===== config.mk =====
export PLATFORM = sky130hd
export DESIGN_NAME = qsf_top
export DESIGN_NICKNAME = d
export VERILOG_FILES = /design/src/verilog/qsf_pkg.sv /design/src/verilog/qsf_dglt.sv /design/src/verilog/qsf_chan.sv /design/src/verilog/qsf_top.sv
export VERILOG_INCLUDE_DIRS = /design/src /design/src/verilog
export SDC_FILE = /design/constraint.sdc
export NUM_CORES = 1
export LEC_CHECK = 0
export BUFFER_PORTS_ARGS = -buffer_cell sky130_fd_sc_hd__buf_2
export CAP_MARGIN = 5
export CORE_MARGIN = 2
export CORE_UTILIZATION = 35
export DETAILED_ROUTE_END_ITERATION = 10
export GPL_TIMING_DRIVEN = 0
export PLACE_DENSITY = 0.58
export SLEW_MARGIN = 5
export SYNTH_ARGS = -nofsm -noshare
export SYNTH_HDL_FRONTEND = slang
export SYNTH_HIERARCHICAL = 1
export SYNTH_SLANG_ARGS = --single-unit

===== constraint.sdc =====
create_clock -name I_REF_CLK -period 1.7 [get_ports I_REF_CLK]
set_input_delay 0.34 -clock I_REF_CLK [delete_from_list [all_inputs] [get_ports I_REF_CLK]]
set_output_delay 0.34 -clock I_REF_CLK [all_outputs]
set_load 0.01 [all_outputs]

===== src/verilog/qsf_defs.svh =====
// Constants of the quad switch fault logic: register map, reset values, timing.
// Assumes a single 250 MHz clock; included by the deglitch counter and the top module.
`ifndef QSF_DEFS_SVH
`define QSF_DEFS_SVH
`define QSF_NCH 4
`define QSF_CLK_MHZ 250
`define QSF_T_OFF_DEG_US 20
`define QSF_OFF_DEG_CYC (`QSF_T_OFF_DEG_US * `QSF_CLK_MHZ)
`define QSF_REG_CTRL 4'h0
`define QSF_REG_STATUS 4'h4
`define QSF_REG_MODE 4'h8
`define QSF_CTRL_RST 4'hf
`define QSF_STATUS_PAD 12'h000
`define QSF_MODE_PAD 21'h00_0000
`define QSF_CTRL_PAD 28'h000_0000
`define QSF_CNT_ONE 16'h0001
`endif


===== src/verilog/qsf_pkg.sv =====
// Types shared by the quad switch fault logic modules.
// Assumes nothing beyond the constants header.
package qsf_pkg;
    // Working mode of the whole device.
    typedef enum logic [1:0] {QSF_NORMAL, QSF_STANDBY, QSF_STANDBY_DIAG} qsf_mode_t;
    // Per-channel comparator results.
    typedef struct packed {
        logic ilim;
        logic ol_off;
        logic tsd_hot;
        logic tsd_cool;
        logic tsd_rst;
        logic sw_hot;
        logic sw_cool;
    } qsf_cmp_t;
    // Device-wide supply and ground monitors.
    typedef struct packed {
        logic undervoltage_lockout;
        logic gnd_loss;
        logic sup_loss;
    } qsf_sup_t;
    // Per-channel state seen by the top.
    typedef struct packed {
        logic out_on;
        logic fault;
        logic tsd_flag;
        logic sw_flag;
        logic reduced;
    } qsf_chst_t;
endpackage : qsf_pkg


===== src/verilog/qsf_dglt.sv =====
// Deglitch counter: output rises once the input level has held long enough.
// Assumes the input is already synchronous to the clock.
`timescale 1ns/100ps
module qsf_dglt #(
    parameter logic [15:0] CYCLES = 16'd5000
) (
    input wire logic i_clk,
    input wire logic i_rst_n,
    input wire logic i_level,
    output logic o_done
);
`include "qsf_defs.svh"
    logic [15:0] cnt;
    // Count while the level holds; any drop restarts the wait.
    always_ff @(posedge i_clk or negedge i_rst_n)
    begin
        if (!i_rst_n)
        begin
            cnt <= '0;
            o_done <= 1'b0;
        end
        else if (!i_level)
        begin
            cnt <= '0;
            o_done <= 1'b0;
        end
        else if (cnt < CYCLES)
            cnt <= cnt + `QSF_CNT_ONE;
        else
            o_done <= 1'b1;
    end
endmodule : qsf_dglt


===== src/verilog/qsf_chan.sv =====
// One channel of fault handling: overcurrent, open load, thermal shutdown, swing.
// Assumes comparator flags and controls are already sampled on the clock.
`timescale 1ns/100ps
module qsf_chan import qsf_pkg::*; (
    input wire logic i_clk,
    input wire logic i_rst_n,
    input wire logic i_on,
    input wire logic i_latch,
    input wire logic i_force_off,
    input wire qsf_cmp_t i_cmp,
    output qsf_chst_t o_st
);
    logic on_d;
    logic tsd_off;
    logic tsd_flag;
    logic sw_off;
    logic reduced;
    logic fault;
    wire toggle = i_on ^ on_d;
    // Latch mode waits for a toggle, auto-retry waits for cooling; select is live.
    wire tsd_release = i_latch ? toggle : i_cmp.tsd_cool;
    wire next_tsd_off = i_cmp.tsd_hot | (tsd_off & ~tsd_release);
    wire flag_clear = toggle | (~i_latch & i_cmp.tsd_rst);
    wire next_tsd_flag = i_cmp.tsd_hot | (tsd_flag & ~flag_clear);
    wire next_sw_off = i_cmp.sw_hot | (sw_off & ~i_cmp.sw_cool);
    // Reduced limit survives retries and only drops on a toggle after recovery.
    wire next_reduced = i_cmp.tsd_hot | (reduced & ~(toggle & ~tsd_off));
    wire oc_fault = i_on & i_cmp.ilim;
    wire ol_fault = ~i_on & i_cmp.ol_off;
    wire next_fault = oc_fault | ol_fault | tsd_flag | sw_off;
    // Per-channel thermal state, so a hot channel never disturbs the others.
    always_ff @(posedge i_clk or negedge i_rst_n)
    begin
        if (!i_rst_n)
        begin
            on_d <= 1'b0;
            tsd_off <= 1'b0;
            tsd_flag <= 1'b0;
            sw_off <= 1'b0;
            reduced <= 1'b0;
            fault <= 1'b0;
        end
        else
        begin
            on_d <= i_on;
            tsd_off <= next_tsd_off;
            tsd_flag <= next_tsd_flag;
            sw_off <= next_sw_off;
            reduced <= next_reduced;
            fault <= next_fault;
        end
    end
    assign o_st.out_on = i_on & ~i_force_off & ~tsd_off & ~sw_off;
    assign o_st.fault = fault;
    assign o_st.tsd_flag = tsd_flag;
    assign o_st.sw_flag = sw_off;
    assign o_st.reduced = reduced;
endmodule : qsf_chan


===== src/verilog/qsf_top.sv =====
// Quad switch fault logic: samples pins and comparators, runs four channel
// fault engines, drives gates, open-drain alarms and the sense mux selection.
// Assumes all inputs are synchronous to I_REF_CLK and an Avalon-MM master
// that holds each request until it sees waitrequest low.
//
// Our own choices: the address map and the Avalon-MM register port.
`timescale 1ns/100ps
`include "qsf_defs.svh"
module qsf_top import qsf_pkg::*; #(
    parameter logic [15:0] OFF_DEG_CYCLES = 16'(`QSF_OFF_DEG_CYC)
) (
    input wire logic I_REF_CLK,
    input wire logic I_RESETN,
    input wire logic [3:0] I_CHANNEL_ON_INPUT,
    input wire logic I_THERMAL_LATCH_SELECT,
    input wire logic I_DIAGNOSTICS_GATE,
    input wire logic I_MUX_BIT_HIGH,
    input wire logic I_MUX_BIT_LOW,
    input wire qsf_cmp_t [3:0] I_CH_CMP,
    input wire qsf_sup_t I_SUPPLY_CMP,
    input wire logic [3:0] I_CHANNEL_ALARM_N_I,
    input wire logic I_GLOBAL_ALARM_N_I,
    input wire logic [3:0] I_AVS_ADDRESS,
    input wire logic I_AVS_READ,
    input wire logic I_AVS_WRITE,
    input wire logic [31:0] I_AVS_WRITEDATA,
    output logic [31:0] O_AVS_READDATA,
    output logic O_AVS_WAITREQUEST,
    output logic [3:0] O_CH_OUT,
    output logic [3:0] O_REDUCED_LIMIT,
    output logic [3:0] O_CHANNEL_ALARM_N_O,
    output logic [3:0] O_CHANNEL_ALARM_N_OE,
    output logic O_GLOBAL_ALARM_N_O,
    output logic O_GLOBAL_ALARM_N_OE,
    output logic [1:0] O_SENSE_SEL,
    output logic O_SENSE_FAULT,
    output logic O_SENSE_OE,
    output qsf_mode_t O_MODE
);

    // Sampled copies of every non-bus pin and comparator flag.
    logic [3:0] on_s;
    logic latch_s;
    logic diag_s;
    logic [1:0] sel_s;
    qsf_cmp_t [3:0] cmp_s;
    qsf_sup_t sup_s;
    logic [3:0] alarm_in_s;
    logic global_in_s;

    // Software channel enable mask; a cleared bit keeps that channel off.
    logic [3:0] ctrl_mask;

    // Channel state gathered from the four fault engines.
    qsf_chst_t [3:0] ch_st;
    logic [3:0] ch_out;
    logic [3:0] ch_fault;
    logic [3:0] ch_tsd;
    logic [3:0] ch_sw;
    logic [3:0] ch_red;
    // Comparator flags regrouped by kind for the pin checks.
    logic [3:0] cmp_ilim;
    logic [3:0] cmp_open;
    logic [3:0] cmp_hot;

    // Mode machine and standby deglitch.
    qsf_mode_t next_mode;
    logic idle_done;

    // Bus slave state.
    logic [31:0] next_readdata;

    // Comparators are asynchronous to nothing we know of, so they are taken
    // as plain synchronous flags and registered once before any decision.
    always_ff @(posedge I_REF_CLK or negedge I_RESETN)
    begin
        if (!I_RESETN)
        begin
            on_s <= '0;
            latch_s <= 1'b0;
            diag_s <= 1'b0;
            sel_s <= '0;
            cmp_s <= '0;
            sup_s <= '0;
            alarm_in_s <= '1;
            global_in_s <= 1'b1;
        end
        else
        begin
            on_s <= I_CHANNEL_ON_INPUT;
            latch_s <= I_THERMAL_LATCH_SELECT;
            diag_s <= I_DIAGNOSTICS_GATE;
            sel_s <= {I_MUX_BIT_HIGH, I_MUX_BIT_LOW};
            cmp_s <= I_CH_CMP;
            sup_s <= I_SUPPLY_CMP;
            alarm_in_s <= I_CHANNEL_ALARM_N_I;
            global_in_s <= I_GLOBAL_ALARM_N_I;
        end
    end

    // Any supply-side hazard blocks all gates, regardless of the on inputs.
    wire sup_block = sup_s.undervoltage_lockout | sup_s.gnd_loss | sup_s.sup_loss;

    // Four independent fault engines; the thermal select is shared and live,
    // so a falling select moves latched channels into auto-retry at once.
    genvar g;
    generate
        for (g = 0; g < `QSF_NCH; g++)
        begin : g_ch
            qsf_chan u_chan (
                .i_clk(I_REF_CLK),
                .i_rst_n(I_RESETN),
                .i_on(on_s[g]),
                .i_latch(latch_s),
                .i_force_off(sup_block | ~ctrl_mask[g]),
                .i_cmp(cmp_s[g]),
                .o_st(ch_st[g])
            );
            assign ch_out[g] = ch_st[g].out_on;
            assign ch_fault[g] = ch_st[g].fault;
            assign ch_tsd[g] = ch_st[g].tsd_flag;
            assign ch_sw[g] = ch_st[g].sw_flag;
            assign ch_red[g] = ch_st[g].reduced;
            assign cmp_ilim[g] = cmp_s[g].ilim;
            assign cmp_open[g] = cmp_s[g].ol_off;
            assign cmp_hot[g] = cmp_s[g].tsd_hot;
        end
    endgenerate

    // Standby needs every on input low for the whole deglitch time, so a
    // short low pulse in PWM operation never drops the part into standby.
    qsf_dglt #(
        .CYCLES(OFF_DEG_CYCLES)
    ) u_dglt (
        .i_clk(I_REF_CLK),
        .i_rst_n(I_RESETN),
        .i_level(on_s == 4'h0),
        .o_done(idle_done)
    );

    // Working mode selection.
    always_comb
    begin
        next_mode = O_MODE;
        case (O_MODE)
            QSF_NORMAL:
                if (idle_done && on_s == 4'h0)
                    next_mode = diag_s ? QSF_STANDBY_DIAG : QSF_STANDBY;
            QSF_STANDBY, QSF_STANDBY_DIAG:
                if (on_s != 4'h0)
                    next_mode = QSF_NORMAL;
                else
                    next_mode = diag_s ? QSF_STANDBY_DIAG : QSF_STANDBY;
            default:
                next_mode = QSF_NORMAL;
        endcase
    end

    // Diagnostics run in normal mode and in standby with diagnostics; plain
    // standby keeps sense and alarms released to save supply current.
    wire diag_active = diag_s & (O_MODE != QSF_STANDBY);
    wire [3:0] alarm_drive = ch_fault & {4{diag_active}};
    wire global_drive = (|ch_fault) & diag_active;
    wire sense_fault = ch_fault[sel_s] & diag_active;

    // Output stage: every pin comes straight from a flip-flop. Open-drain
    // pins only ever pull low, so their data flops stay at zero.
    always_ff @(posedge I_REF_CLK or negedge I_RESETN)
    begin
        if (!I_RESETN)
        begin
            O_MODE <= QSF_NORMAL;
            O_CH_OUT <= '0;
            O_REDUCED_LIMIT <= '0;
            O_CHANNEL_ALARM_N_O <= '0;
            O_CHANNEL_ALARM_N_OE <= '0;
            O_GLOBAL_ALARM_N_O <= 1'b0;
            O_GLOBAL_ALARM_N_OE <= 1'b0;
            O_SENSE_SEL <= '0;
            O_SENSE_FAULT <= 1'b0;
            O_SENSE_OE <= 1'b0;
        end
        else
        begin
            O_MODE <= next_mode;
            O_CH_OUT <= ch_out;
            O_REDUCED_LIMIT <= ch_red;
            O_CHANNEL_ALARM_N_O <= '0;
            O_CHANNEL_ALARM_N_OE <= alarm_drive;
            O_GLOBAL_ALARM_N_O <= 1'b0;
            O_GLOBAL_ALARM_N_OE <= global_drive;
            O_SENSE_SEL <= sel_s;
            O_SENSE_FAULT <= sense_fault;
            O_SENSE_OE <= diag_active;
        end
    end

    // Register decode. Unmapped addresses read zero and ignore writes.
    wire req = I_AVS_READ | I_AVS_WRITE;
    wire hit_ctrl = (I_AVS_ADDRESS == `QSF_REG_CTRL);
    wire hit_status = (I_AVS_ADDRESS == `QSF_REG_STATUS);
    wire hit_mode = (I_AVS_ADDRESS == `QSF_REG_MODE);
    wire [31:0] rd_ctrl = {`QSF_CTRL_PAD, ctrl_mask};
    wire [31:0] rd_status = {`QSF_STATUS_PAD, ch_red, ch_sw, ch_tsd, O_CH_OUT, ch_fault};
    wire [31:0] rd_mode = {`QSF_MODE_PAD, global_in_s, alarm_in_s, sup_s, latch_s, O_MODE};
    wire wr_commit = I_AVS_WRITE & ~O_AVS_WAITREQUEST & hit_ctrl;

    always_comb
    begin
        next_readdata = '0;
        if (hit_ctrl)
            next_readdata = rd_ctrl;
        else if (hit_status)
            next_readdata = rd_status;
        else if (hit_mode)
            next_readdata = rd_mode;
    end

    // One wait cycle per access: waitrequest drops the cycle after the
    // request appears and rises again at the accepting edge. Costs a cycle
    // per access but keeps every bus output on a flop.
    always_ff @(posedge I_REF_CLK or negedge I_RESETN)
    begin
        if (!I_RESETN)
        begin
            O_AVS_WAITREQUEST <= 1'b1;
            O_AVS_READDATA <= '0;
        end
        else
        begin
            O_AVS_WAITREQUEST <= ~(req & O_AVS_WAITREQUEST);
            if (I_AVS_READ & O_AVS_WAITREQUEST)
                O_AVS_READDATA <= next_readdata;
        end
    end

    // Channel enable mask, written only at the accepting edge.
    always_ff @(posedge I_REF_CLK or negedge I_RESETN)
    begin
        if (!I_RESETN)
            ctrl_mask <= `QSF_CTRL_RST;
        else if (wr_commit)
            ctrl_mask <= I_AVS_WRITEDATA[3:0];
    end

    // Helper terms kept as plain signals so the checks below can look back
    // at them; a channel with no live cause must drop its fault.
    wire [3:0] open_off = cmp_open & ~on_s;
    wire [3:0] no_cause = ~(cmp_ilim & on_s) & ~open_off & ~ch_tsd & ~ch_sw;
    wire [3:0] open_on = cmp_open & on_s & no_cause;
endmodule : qsf_top


==> parameters.txt <==
Parameter                              Value

Outcome
  Outcome    finished clean

Floorplanning
  Starting density of the core    35.60%
  Boundary pin count    141
  Core region area    13830 sq um
  Die Span Y    122.6 microns
  Overall die area    15030 sq um
  X dimension of the die    122.6 microns
  Number of rows in the core area    43

Place
  Final HPWL DP    7328 microns
  Post-Place Setup Slack    -0.05222 ns
  Final weighted congestion in routability-driven placement    0.7832
  Placed Area    5717 sq um
  IO Port Bufs    95

Synthesis
  Gate Count Post-Synth    380
  Largest area contributor in the netlist    sky130_fd_sc_hd__dfrtp_1
  Number of distinct library cells after synthesis    48
  Yosys Warn Count    6
  Post-synthesis compound-gate area fraction    11.29%
  Share of synthesized area spent on multiplexers    2.593%
  Mean Syn Cell Area    12.95 sq um
  Main synth FF type    sky130_fd_sc_hd__dfrtp_1
  Flip-flop and latch count after synthesis    129
  Number of synthesized flops with an enable pin    0
  Proportion of netlist area held by the largest area contributor    60.50%
  Async set-or-reset flop fraction in the synthesized netlist    100.0%
  Share of the yosys chip area belonging to registers    65.84%
  Synthesized cell area    4922 sq um
  Simple-gate share of the synthesized area    11.08%
  Parity-gate share of the synthesized area counting xor and xnor cells    0.8897%
  Main combinational cell family by area after synthesis    compound AO/OA/AOI/OAI gates
  Area contributors post-synth    sky130_fd_sc_hd__dfrtp_1 60%, sky130_fd_sc_hd__buf_4 5.3%, sky130_fd_sc_hd__dfstp_2 5.3%, sky130_fd_sc_hd__o21ai_0 2.2%, sky130_fd_sc_hd__nand2_1 1.7%
  Share of synthesized cell area in full adder, half adder and majority cells    1.017%

STA
  Worst Skew    0.007903 ns
  Final Hold Vio Count    0
  Final Critical Period    1.696 ns
  Worst-Margin Slew    0.6422 ns
  Final setup violation count    0
  Setup slack of the critical path after layout    0.003961 ns
  Final max-slew violation count    0
  Worst slew margin relative to its limit    57.19%
  Period utilization    99.77%
  RSZ-0062 raised after global routing    yes
  Setup total negative slack    0 ns
  Highest attainable clock frequency    0.5896 GHz

Power and ir drop
  Internal    5547 uW
  NetSw    1754 uW
  Worst vdd rail ir drop    0.6092 mV
  Switch share    24.02%
  Cell Pwr Density    1128 nW/um^2
  Seq pwr share    46.1%
  Logic gate share of total power    7.2%
  Share of power burned in the clock network    46.7%
  Leakage power summed over all cells    0.003002 uW

Final layout
  Number of flip-flops in the largest register    20
  Most common cell after layout, fill and taps aside    sky130_fd_sc_hd__dfrtp_1
  Register area    3248 sq um
  Total non-filler cell area in the finished layout    6470 sq um
  Layout fillers    1283
  Most flop-heavy register    O_AVS_READDATA
  Most used cells in the layout excluding fill and tap cells    113 x sky130_fd_sc_hd__dfrtp_1, 98 x sky130_fd_sc_hd__buf_2, 47 x sky130_fd_sc_hd__buf_4
  Relative area change from synthesis to final layout    31.44%
  Top Registers    O_AVS_READDATA (20), cmp_s (16), u_dglt/cnt (16)
  Layout net count    612
  Layout cell share with drive strength beyond 1    41.90%
  Area of the multi-input gates    1460 sq um
  Number of inserted diodes    0

Setup path
  Slowest cell on the critical path    sky130_fd_sc_hd__dfrtp_1
  Arrival time reported for the critical path endpoint    1.99 ns
  Crit path max-delay family    compound AO/OA/AOI/OAI gates
  Combined buffer and inverter count along the critical path    2
  Highest cell delay on the worst timing path    0.40 ns
  Largest driver fanout on the critical path    5
  Kind of launch point of the worst setup path    flip-flop
  CP cell instances    nor3_4 -> nand4_1 -> buf_4 -> buf_2 -> o31ai_1 -> a21oi_2
  Critical Path End Type    flip-flop
  Data required time of the critical path    1.99 ns
  Crit path kind    reg -> reg

Drt
  Residual DRC    0
  Total wire length after detailed routing    10560 microns
  Routed via count    3294
  Vias/cell    4.594
  Antenna Nets Post-Route    0
  First drt pass iteration count    4
  1st-iter DRT viols    192
  Post-DR wirelength/cell    14.73 microns

GRT
  Overall track demand over capacity in global routing    14.36%
  Via count of the first global-routing pass    3160
  Global-route wire length before repair    15870 microns
  Grt ovf    0
  Maximum number of pins on one net before global-route repair    79
  Antenna violations before repair    0

Run
  # Max-Cap Violations    0

Hold path
  Hold Crit Class    in -> reg

Clocking
  H-tree levels    4
  Insertion delay to the later sink of the worst-skew pair    0.42 ns
  Clock slew at reported path FFs    0.06 ns
  Clk Tree Root Cell    sky130_fd_sc_hd__clkbuf_16
  TritonCTS clock tree    built
  CTS max path bufs    2
  Clock buffer count from CTS    17
  CTS Sinks    129
==> repair_timing <==
item                                    in CTS  in global routing
hold buffers                                 1                  0
endpoints found under the setup margin      12                 12
resized for setup                            2                 31
gates cloned                                 0                  2
pin swaps                                    0                 11
hold endpoints to repair                    51                  0
buffers inserted                             0                 10
==> power by group through the flow <==
stage / clock network (uW) / registers, uW / logic [uW]
floorplan: 0 / 3420 / 255
global placement: 0 / 3420 / 503
detailed placement: 0 / 3420 / 520
CTS: 3490 / 3370 / 523
global route: 3630 / 3390 / 589
finish: 3410 / 3370 / 523
==> Yosys cell counts (5+ instances only) <==
library cell / instances
sky130_fd_sc_hd__buf_4: 35
sky130_fd_sc_hd__dfrtp_1: 119
sky130_fd_sc_hd__a21oi_1: 10
sky130_fd_sc_hd__o31ai_1: 5
sky130_fd_sc_hd__mux2i_1: 6
sky130_fd_sc_hd__nor3_1: 5
sky130_fd_sc_hd__nand2_1: 22
sky130_fd_sc_hd__clkbuf_1: 6
sky130_fd_sc_hd__or4_1: 5
sky130_fd_sc_hd__inv_1: 12
sky130_fd_sc_hd__nor2_1: 13
sky130_fd_sc_hd__and2_1: 8
sky130_fd_sc_hd__dfstp_2: 10
sky130_fd_sc_hd__o21ai_0: 22
sky130_fd_sc_hd__a22o_1: 9
sky130_fd_sc_hd__a22oi_1: 7
sky130_fd_sc_hd__nand4_1: 5
==> cell families after synthesis <==
group                      Yosys count
AOI/OAI and AO/OA                   78
xor gates and xnor gates             5
adders and majority gates            4
buffers and inverters               58
DFF                                129
muxes                               11
other                                1
and+or+nand+nor                     94
==> metrics by stage <==
| step | cells | hold WS, ns | utilization, % | power [uW] |
|---|---|---|---|---|
| after floorplan | 396 | 0.04441 | - | 3673 |
| after global placement | 671 | 0.3792 | 41.10 | 3919 |
| after detailed placement | 672 | 0.3130 | 41.34 | 3945 |
| after CTS | 705 | 0.007869 | 45.54 | 7390 |
| after global routing | 717 | 0.006331 | 46.79 | 7614 |
| final | 717 | 0.02595 | 46.79 | 7301 |
==> layer usage <==
metal  vias up  GRT usage, %  part of all wire (%)
met3        23         4.786                   7.1
met1      1581         18.84                    45
met5         -             0                     0
met4         0         6.825                   2.7
met2       103         21.46                    46
li1       1587             -                     -
==> final cells by class <==
class | count | area share (%)
plain buffers | 45 | 4.912
clock buffers | 18 | 6.633
clock inverters | 14 | 2.089
inverters | 13 | 0.7735
multi-input cells | 209 | 22.57
flip-flops and latches | 129 | 50.20
well taps | 180 | 3.481
repair buffers | 109 | 9.341
==> path summary, 6_finish.rpt <==
kind	from	to	slack (ns)	cells past startpoint
min in group asynchronous	I_RESETN	O_REDUCED_LIMIT[3]$_DFF_PN0_	0.43	2
max in group asynchronous	I_RESETN	O_AVS_WAITREQUEST$_DFF_PN1_	0.50	3
min reg2reg	sel_s[1]$_DFF_PN0_	O_SENSE_SEL[1]$_DFF_PN0_	0.39	0
min	I_CH_CMP[7]	cmp_s[7]$_DFF_PN0_	0.03	1
max reg2reg	u_dglt/cnt[15]$_DFFE_PN0P_	u_dglt/cnt[10]$_DFFE_PN0P_	0.004	6
max	u_dglt/cnt[15]$_DFFE_PN0P_	u_dglt/cnt[10]$_DFFE_PN0P_	0.004	6
No activity file was read; power rests on OpenSTA's default activity.
